## config.mk

```make
export PLATFORM = sky130hd
export DESIGN_NAME = plth_target
export DESIGN_NICKNAME = d
export VERILOG_FILES = /design/src/plth_pkg.sv /design/src/plth_target.sv
export SDC_FILE = /design/constraint.sdc
export NUM_CORES = 1
export LEC_CHECK = 0
export ABC_AREA = 0
export BUFFER_PORTS_ARGS = -buffer_cell sky130_fd_sc_hd__buf_2
export CAP_MARGIN = 20
export CORE_MARGIN = 5
export CORE_UTILIZATION = 54
export CTS_BUF_LIST = sky130_fd_sc_hd__clkbuf_16
export DETAILED_ROUTE_END_ITERATION = 8
export GPL_ROUTABILITY_DRIVEN = 1
export PLACE_DENSITY = 0.81
export SLEW_MARGIN = 30
export SYNTH_ARGS = -nofsm -noshare
export SYNTH_HDL_FRONTEND = slang
export SYNTH_SLANG_ARGS = --single-unit
```

## constraint.sdc

```tcl
create_clock -name clock -period 3.4 [get_ports clock]
set_input_delay 0.17 -clock clock [delete_from_list [all_inputs] [get_ports clock]]
set_output_delay 0.17 -clock clock [all_outputs]
set_load 0.1 [all_outputs]
```

## src/plth_pkg.sv

```systemverilog
// Package for the local target handshake and master request/grant block
package plth_pkg;
  localparam int unsigned PLTH_BAR_COUNT     = 6;
  localparam logic [7:0]  PLTH_CAP_LOW       = 8'h40;
  localparam logic [7:0]  PLTH_CAP_HIGH      = 8'hFF;
  localparam logic [3:0]  PLTH_CMD_SPECIAL   = 4'h1;
  localparam logic [3:0]  PLTH_CMD_CFG_READ  = 4'hA;
  localparam logic [3:0]  PLTH_CMD_CFG_WRITE = 4'hB;
  localparam int unsigned PLTH_BUF_DEPTH     = 2;

  // PCI-side request as seen by this block
  typedef struct packed {
    logic        active;
    logic        is_read;
    logic [3:0]  command;
    logic [31:0] address;
    logic [5:0]  bar_match;
  } plth_pci_req_t;

  // Termination requests to the PCI engine
  typedef struct packed {
    logic abort;
    logic disconnect;
  } plth_term_t;

  typedef enum logic [1:0] {
    PLTH_IDLE    = 2'b00,
    PLTH_REQ     = 2'b01,
    PLTH_GRANTED = 2'b11
  } plth_gnt_state_t;
endpackage

```

## src/plth_target.sv

```systemverilog
// Local target handshake, address decode flags and local master grant logic
module plth_target #(
  parameter int unsigned WIDE_LOCAL_BUS = 0
) (
  // Clock and reset
  input  wire logic                   clock,
  input  wire logic                   rst_n,
  // PCI engine side
  input  wire plth_pkg::plth_pci_req_t pci_req,
  input  wire logic                   exprom_match,
  input  wire logic                   pci_data_phase,
  input  wire logic [31:0]            pci_wr_data,
  input  wire logic                   pci_wr_valid,
  output logic                        pci_wr_ready,
  output plth_pkg::plth_term_t        pci_term,
  input  wire logic                   pci_bus_grant,
  // Local target side
  input  wire logic                   target_abort_request_n,
  input  wire logic                   target_disconnect_request_n,
  input  wire logic                   target_side_ready_n,
  output logic                        target_read_not_write,
  output logic                        target_access_active_n,
  output logic [3:0]                  target_command_code,
  output logic                        target_word_transfer_n,
  output logic                        target_low_word_transfer_n,
  output logic [31:0]                 local_data_out,
  output logic [5:0]                  base_range_match,
  output logic                        cap_space_match,
  // Local master request/grant
  input  wire logic                   master_narrow_request_n,
  input  wire logic                   master_wide_request_n,
  output logic                        master_bus_granted_n
);
  import plth_pkg::*;

  function automatic logic cap_hit(input plth_pci_req_t r);
    logic cfg;
    cfg = (r.command == PLTH_CMD_CFG_READ) || (r.command == PLTH_CMD_CFG_WRITE);
    return r.active && cfg && (r.address[7:0] >= PLTH_CAP_LOW) && (r.address[7:0] <= PLTH_CAP_HIGH);
  endfunction

  // Decode and direction state
  logic        rnw_reg, rnw_next;
  logic        acc_reg, acc_next;
  logic [3:0]  cmd_reg, cmd_next;
  logic [5:0]  bar_reg, bar_next;
  logic        cap_reg, cap_next;
  logic        xfer_reg, xfer_next;
  plth_term_t  term_reg, term_next;

  always_comb begin
    bar_next  = pci_req.active ? pci_req.bar_match : 6'h00;
    cap_next  = cap_hit(pci_req);
    acc_next  = (|bar_next) || (pci_req.active && exprom_match) || cap_next
                || (pci_req.active && pci_req.command == PLTH_CMD_SPECIAL);
    rnw_next  = pci_req.active ? pci_req.is_read : rnw_reg;
    cmd_next  = pci_req.active ? pci_req.command : cmd_reg;
    term_next.abort      = acc_reg && !target_abort_request_n;
    term_next.disconnect = acc_reg && !target_disconnect_request_n;
    // Read strobe: engine samples local input while back end is ready
    xfer_next = acc_reg && rnw_reg && pci_data_phase && !target_side_ready_n;
  end

  // Two-entry write buffer; the back end stalls by withholding ready
  logic [31:0] buf_mem [PLTH_BUF_DEPTH];
  logic        wp_reg, wp_next, rp_reg, rp_next;
  logic [1:0]  cnt_reg, cnt_next;
  logic [31:0] dout_reg, dout_next;
  logic        wstb_reg, wstb_next;
  logic        push, pop;

  always_comb begin
    pci_wr_ready = (cnt_reg != 2'h2);
    push      = pci_wr_valid && pci_wr_ready;
    pop       = (cnt_reg != 2'h0) && !target_side_ready_n && !rnw_reg;
    wp_next   = push ? ~wp_reg : wp_reg;
    rp_next   = pop ? ~rp_reg : rp_reg;
    cnt_next  = cnt_reg + {1'b0, push} - {1'b0, pop};
    dout_next = pop ? buf_mem[rp_reg] : dout_reg;
    wstb_next = pop;
  end

  always_ff @(posedge clock) begin
    if (push) begin
      buf_mem[wp_reg] <= pci_wr_data;
    end
  end

  // Grant handshake
  plth_gnt_state_t gst_reg, gst_next;
  logic            req_any;

  always_comb begin
    req_any  = !master_narrow_request_n || !master_wide_request_n;
    gst_next = gst_reg;
    unique case (gst_reg)
      PLTH_IDLE: begin
        if (req_any) begin
          gst_next = PLTH_REQ;
        end
      end
      PLTH_REQ: begin
        if (pci_bus_grant) begin
          gst_next = PLTH_GRANTED;
        end else if (!req_any) begin
          gst_next = PLTH_IDLE;
        end
      end
      PLTH_GRANTED: begin
        if (!pci_bus_grant) begin
          gst_next = PLTH_IDLE;
        end
      end
      default: gst_next = PLTH_IDLE;
    endcase
  end

  always_ff @(posedge clock) begin
    if (!rst_n) begin
      rnw_reg  <= 1'b0;
      acc_reg  <= 1'b0;
      cmd_reg  <= 4'h0;
      bar_reg  <= 6'h00;
      cap_reg  <= 1'b0;
      xfer_reg <= 1'b0;
      term_reg <= '0;
      wp_reg   <= 1'b0;
      rp_reg   <= 1'b0;
      cnt_reg  <= 2'h0;
      dout_reg <= 32'h0000_0000;
      wstb_reg <= 1'b0;
      gst_reg  <= PLTH_IDLE;
    end else begin
      rnw_reg  <= rnw_next;
      acc_reg  <= acc_next;
      cmd_reg  <= cmd_next;
      bar_reg  <= bar_next;
      cap_reg  <= cap_next;
      xfer_reg <= xfer_next;
      term_reg <= term_next;
      wp_reg   <= wp_next;
      rp_reg   <= rp_next;
      cnt_reg  <= cnt_next;
      dout_reg <= dout_next;
      wstb_reg <= wstb_next;
      gst_reg  <= gst_next;
    end
  end

  logic xfer_any;
  assign xfer_any                   = xfer_reg || wstb_reg;
  assign target_read_not_write      = rnw_reg;
  assign target_access_active_n     = !acc_reg;
  assign target_command_code        = cmd_reg;
  assign base_range_match           = bar_reg;
  assign cap_space_match            = cap_reg;
  assign pci_term                   = term_reg;
  assign local_data_out             = dout_reg;
  // Only one strobe is live for a given bus width
  assign target_word_transfer_n     = !(xfer_any && WIDE_LOCAL_BUS == 0);
  assign target_low_word_transfer_n = !(xfer_any && WIDE_LOCAL_BUS != 0);
  assign master_bus_granted_n       = !(gst_reg == PLTH_GRANTED && pci_bus_grant);

  AST_ACCESS_FOLLOWS_BAR: assert property (@(posedge clock) disable iff (!rst_n)
    (pci_req.active && |pci_req.bar_match) |=> !target_access_active_n)
    else $error("access not active after base range match");
  AST_SPECIAL_ACCESS: assert property (@(posedge clock) disable iff (!rst_n)
    (pci_req.active && pci_req.command == PLTH_CMD_SPECIAL) |=> !target_access_active_n)
    else $error("access not active in special cycle");
  AST_DIRECTION: assert property (@(posedge clock) disable iff (!rst_n)
    pci_req.active |=> (target_read_not_write == $past(pci_req.is_read)))
    else $error("direction does not follow transaction");
  AST_ABORT: assert property (@(posedge clock) disable iff (!rst_n)
    (!target_access_active_n && !target_abort_request_n) |=> pci_term.abort)
    else $error("abort request not passed on");
  AST_DISCONNECT: assert property (@(posedge clock) disable iff (!rst_n)
    (!target_access_active_n && !target_disconnect_request_n) |=> pci_term.disconnect)
    else $error("disconnect request not passed on");
  AST_CAP_RANGE: assert property (@(posedge clock) disable iff (!rst_n)
    cap_space_match |-> $past(pci_req.address[7:0]) >= PLTH_CAP_LOW)
    else $error("capability match below 40h");
  AST_WRITE_STROBE: assert property (@(posedge clock) disable iff (!rst_n)
    (!target_read_not_write && !target_side_ready_n && cnt_reg != 2'h0) |=> xfer_any)
    else $error("no strobe for buffered write word");
  AST_GRANT_NEEDS_REQ: assert property (@(posedge clock) disable iff (!rst_n)
    (gst_reg == PLTH_IDLE) |-> master_bus_granted_n)
    else $error("grant without request");
  AST_GRANT_DROP: assert property (@(posedge clock) disable iff (!rst_n)
    !pci_bus_grant |-> master_bus_granted_n)
    else $error("grant held without bus grant");
  AST_STROBE_WIDTH: assert property (@(posedge clock) disable iff (!rst_n)
    !(!target_word_transfer_n && !target_low_word_transfer_n))
    else $error("both strobes active");
  AST_BAR_MATCH: assert property (@(posedge clock) disable iff (!rst_n)
    pci_req.active |=> (base_range_match == $past(pci_req.bar_match)))
    else $error("base range match does not follow request");
  AST_CAP_HIT: assert property (@(posedge clock) disable iff (!rst_n)
    (pci_req.active && (pci_req.command == PLTH_CMD_CFG_READ || pci_req.command == PLTH_CMD_CFG_WRITE)
     && pci_req.address[7:0] >= PLTH_CAP_LOW) |=> cap_space_match)
    else $error("capability match missing for upper config offset");
  AST_GRANT_HELD: assert property (@(posedge clock) disable iff (!rst_n)
    (gst_reg == PLTH_REQ && pci_bus_grant) ##1 pci_bus_grant |-> !master_bus_granted_n)
    else $error("grant not passed to local master");
  AST_READ_STROBE: assert property (@(posedge clock) disable iff (!rst_n)
    (!target_access_active_n && target_read_not_write && pci_data_phase && !target_side_ready_n)
    |=> xfer_any)
    else $error("no strobe for sampled read word");
endmodule

```

After elaboration in Yosys (flattened, before gate mapping)
Memories as Yosys holds them, arrays and structs flattened. A register that Yosys moved wholly into a read port is not among the register bits.
Index checks and enable logic that the tools add are counted.
- register bits after elaboration: 23
- memory bits (writable): 64
- bits of input ports: 87
- output and inout port bits: 51
- word-level logic and storage cells: 71
- memories: 1
- memory list (memory ; words ; bits a word ; read ports ; clocked after memory_dff ; wr ports ; RTL line ; RTL):
    buf_mem ; 2 ; 32 ; 1 ; 1 ; 1 ; plth_target.sv:65 ; logic [31:0] buf_mem [PLTH_BUF_DEPTH];
- add/sub/neg operators: 2
- magnitude comparators: 2
- eq/ne operators: 9
- multiplexer cells: 8
- bitwise gates (word level): 2
- reductions and logical operators: 34
- operator list (cell ; count):
    logical AND 1 bit ; 14
    zero test 1 bit ; 10
    == test 4 bit (second input constant) ; 2
    greater-or-equal comparator 8 x 7 -> 1 bit (second input constant) ; 1
    <= comparator 8 bit (second input constant) ; 1
    2-to-1 mux 2 bit ; 4
    logical OR 1 bit ; 6
    2-to-1 mux 6 bit ; 1
    != test 2 bit (second input constant) ; 3
    case mux 2 bit (3 select lines) ; 1
    OR reduction 6 bit ; 1
    == test 4 x 1 -> 1 bit (second input constant) ; 1
    != test 3 bit (second input constant) ; 1
    AND reduction 3 bit ; 1
    adder 2 x 1 -> 2 bit ; 1
    == test 2 x 1 -> 1 bit (second input constant) ; 1
    == test 2 bit (second input constant) ; 1
    zero test 2 bit ; 1
    2-to-1 mux 1 bit ; 2
    inverter 1 bit ; 2
    nonzero test 2 bit ; 1
    subtractor 2 x 1 -> 2 bit ; 1

Longest topological paths before layout
- depth in word-level cells: 7
- depth in mapped cells: 11
- gate-level depth less buffers: 8

Worst setup path after synthesis
OpenSTA, ideal clock, no wires.
- path kind: register to register
- from: register rnw_reg, in the netlist target_read_not_write
- to: register cnt_reg[1]
- library setup time: 78 ps
- arrival time: 2478 ps
- required time: 3322 ps
- slack: 845 ps
- stages on the path, launching flop included: 11
- buffers on the path: 2
- period minus slack after synthesis: 2555 ps
- cell sequence: dfxtp_1 nor2_2 and2_4 buf_6 buf_6 ha_1 inv_1 ha_1 xor2_1 and2_1 nor3_1
- word-level cells in the longest chain between the ends: 3
- RTL lines (element ; RTL line ; RTL):
    start, declared ; plth_target.sv:43 ; logic rnw_reg, rnw_next;
    start signal, assigned ; plth_target.sv:134 ; rnw_reg <= rnw_next;
    zero test 1 bit ; plth_target.sv:75 ; pop = (cnt_reg != 2'h0) && !target_side_ready_n && !rnw_reg;
    logical AND 1 bit ; plth_target.sv:75 ;
    named net pop ; plth_target.sv:70 ; logic push, pop;
    subtractor 2 x 1 -> 2 bit ; plth_target.sv:78 ; cnt_next = cnt_reg + {1'b0, push} - {1'b0, pop};
    end signal, assigned ; plth_target.sv:143 ; cnt_reg <= cnt_next;
    end, declared ; plth_target.sv:67 ; logic [1:0] cnt_reg, cnt_next;
The timed path passes the listed nets, and every way through them passes these cells.
A chain may end at the register's enable or synchronous reset.

Worst setup path after layout
- from: input target_side_ready_n
- to: register cnt_reg[1]
- word-level cells in the longest chain between the ends: 4
- RTL lines (element ; RTL line ; RTL):
    start, declared ; plth_target.sv:20 ; input wire logic target_side_ready_n,
    zero test 1 bit ; plth_target.sv:75 ;
    logical AND 1 bit (2 in series) ; plth_target.sv:75 ;
    subtractor 2 x 1 -> 2 bit ; plth_target.sv:78 ;
No other way between the ends.

==> run metrics <==
status complete, no violations; Avg Inst Size Synth 14.77 µm²; max reg flops 64; Max IR drop VDD 666.9 µV; mux cell area share after synthesis 8.445%; largest net degree at the start of global routing 42; critical path, cell by cell dlygate4sd3_1 -> buf_2 -> nor2_2 -> and2_4 -> ha_1 -> inv_1 -> ha_1 -> xor2_1 -> and2_1 -> nor3_1; count of port buffers added during placement 106; Setup-failing EPs final 0; sequential fraction of the synthesis area 68.93%; hold crit path type input pin to flop; Final Max Slew Viols 0; initial DRC count 89; Worst Tran Pin Value 0.6146 ns; layout cells sized above 1 38.77%; Cells after Synth 297; #FFs+latches synth 119; Die Footprint 0.01002 mm²; Worst-Skew Late Latency 0.41 ns; reg2reg start cnt_reg[1]; period utilization 61.20%; xor/xnor share of the synthesized area 0.1997%; Total GRT Usage 20.30%; synth warn 0; RR Endpoint cnt_reg[1]; post-synthesis cell area 0.004385 mm²; Synth Area in Compound Gates 13.84%; largest fanout on the critical path 33; Worst setup startpoint target_side_ready_n; crit path kind input pin to flop; final worst path period need 2.081 ns; TNS Setup 0 ns; Hold-fix buffers, CTS 37; Antenna diodes 0; Final WS setup 1.319 ns; Via-to-Cell Ratio 5.281; CTS H-tree depth 4; Post-CTS Setup Bufs 0; first-pass GRT wire length 15,290 µm; clock slew at reported path FFs 0.05 ns; Worst R2R Path Depth 8; CTS max path bufs 2; crit path launch type input pin; GP Congestion 0.8012; Placeable Area 0.007807 mm²; max-cap violation count 0; Vias 2,936; Synth top area share 43.82%; die height 100.1 µm; area leader, netlist edfxtp_1; ys flop type edfxtp_1; Residual DRC 0; worst hold slack 0.004489 ns; Die Width 100.1 µm; Inserted Clock Buffers 17; Final Hold Fails 0; P_leak 2.345 nW; P per Cell Area 933.0 mW/mm²; largest family of logic cells by synthesized area compound AO/OA/AOI/OAI gates; Top reg by flops buf_mem; DP HPWL 5679 µm; Rel. slew slack 59.02%; CTS tree built; Synth async-reset ratio 0%; CP endpoint kind flop; RSZ-0062 raised after global routing false; Post-Synth Adder-Cell Area 0.5706%; total gr overflow 0; internal reg-to-reg setup slack 1.38 ns; Post-Synth Simple-Gate Area 4.650%; worst path required time 3.66 ns; syn_nets 386; post-route ant nets 0; most frequent CP cell ha_1; main area contributors after synthesis edfxtp_1 44%, dfxtp_1 25%, mux2i_1 8.4%; total wire length 9762 µm; final core utilization 75.38%; CP max stage cell dlygate4sd3_1; row count 32; root buf cell clkbuf_16; worst slack at placement 1.349 ns; DRT Pass-1 Iters 4; Critical Path Sink cnt_reg[1]; library cells used by synthesis 31; area grow syn2layout 34.21%; Post-layout nets 530; Post-synth EDFFs 64; Initial Util 56.17%; initial antenna violation count 0; Ports 138; Max Fclk 480.6 MHz; Worst EP arrival 2.34 ns; Num Clock Sinks 119; DR WL/cell 17.56 µm; max incr delay on CP 0.54 ns; vias in the first global route 3,156; post-cts resize count 0; Setup Skew 0.009172 ns
## cell usage after synthesis, types with 2 or more instances
| library cell | count |
|---|---|
| nor2_1 | 10 |
| nand2_1 | 4 |
| a21oi_1 | 36 |
| a211oi_2 | 29 |
| and3_1 | 9 |
| a21bo_2 | 2 |
| buf_2 | 4 |
| a211oi_1 | 3 |
| nor3_1 | 4 |
| ha_1 | 2 |
| nand3b_1 | 2 |
| edfxtp_1 | 64 |
| clkbuf_1 | 12 |
| inv_1 | 4 |
| mux2i_1 | 37 |
| dfxtp_1 | 55 |
| buf_6 | 5 |
| and2_1 | 2 |
## power breakdown
group	internal (mW)	switching, mW	leakage (nW)
logic	0.415	1.45	1.01
registers	1.79	0.150	1.05
clock network	1.07	0.617	0.285
total	3.27	2.22	2.34
## metal layers
layer  global-route usage, %  up-vias  routed length (µm)
li1                        -     1408                   -
met1                   22.05     1431                3819
met2                   36.43       84                5301
met3                   6.602       13                 492
met4                   8.290        0                 148
met5                       0        -                   0
## how the worst min path moves through the flow
stage | startpoint | endpoint | slack [ns] | cells past startpoint
finish | pci_req[42] | target_read_not_write | 0.004 | 3
global route | pci_req[42] | target_read_not_write | 0.009 | 3
CTS | pci_req[42] | target_read_not_write | 0.002 | 3
detailed placement | target_disconnect_request_n | pci_term[0] | 0.34 | 2
global placement | target_disconnect_request_n | pci_term[0] | 0.33 | 2
floorplan | target_disconnect_request_n | pci_term[0] | 0.24 | 1
## worst max-delay path, delay by kind of cell
kind                     cells  cell delay (ns)
adder cells (fa/ha/maj)      2             0.48
buffers and inverters        3             0.73
XOR/XNOR                     1             0.17
AND/OR/NAND/NOR              4             0.79
## placed cells by master, fill, tap and decap left out, drive strengths merged
master / instances
nor2: 11
edfxtp: 64
a211oi: 32
nand2: 4
bufinv: 2
nand2b: 1
or2: 1
a21bo: 2
clkbuf: 17
o211ai: 1
clkinv: 7
dfxtp: 55
or3b: 1
a21oi: 36
dlygate4sd3: 37
clkinvlp: 2
and3: 9
mux2i: 37
nor3: 4
conb: 1
nand3: 1
xor2: 1
a31oi: 1
nand3b: 2
nor4: 1
buf: 110
inv: 8
and2: 3
ha: 2
a21o: 1
## area by class of cell
class,instances,area (µm²)
inverters,4,17.52
multi-input cells,152,1219
well taps,102,127.6
clock inverters,15,138.9
clock buffers,17,425.4
flip-flops and latches,119,3027
fillers,482,1922
repair buffers,147,930.9
## per-stage QoR
step	instances	total power, mW	instance area [µm²]
2_1_floorplan	297	3.499	4385
3_3_place_gp	487	3.761	4946
3_5_place_dp	487	3.803	4951
4_1_cts	556	5.518	5886
5_1_grt	556	5.709	5886
6_report	556	5.491	5886
## logic make-up after synthesis
kind of cell | after synthesis
other | 1
muxes | 37
buffers and inverters | 26
DFF | 119
xor gates and xnor gates | 1
adders and majority gates | 2
AOI/OAI and AO/OA | 73
and+or+nand+nor | 38
Power figures use the tool's default switching activity.
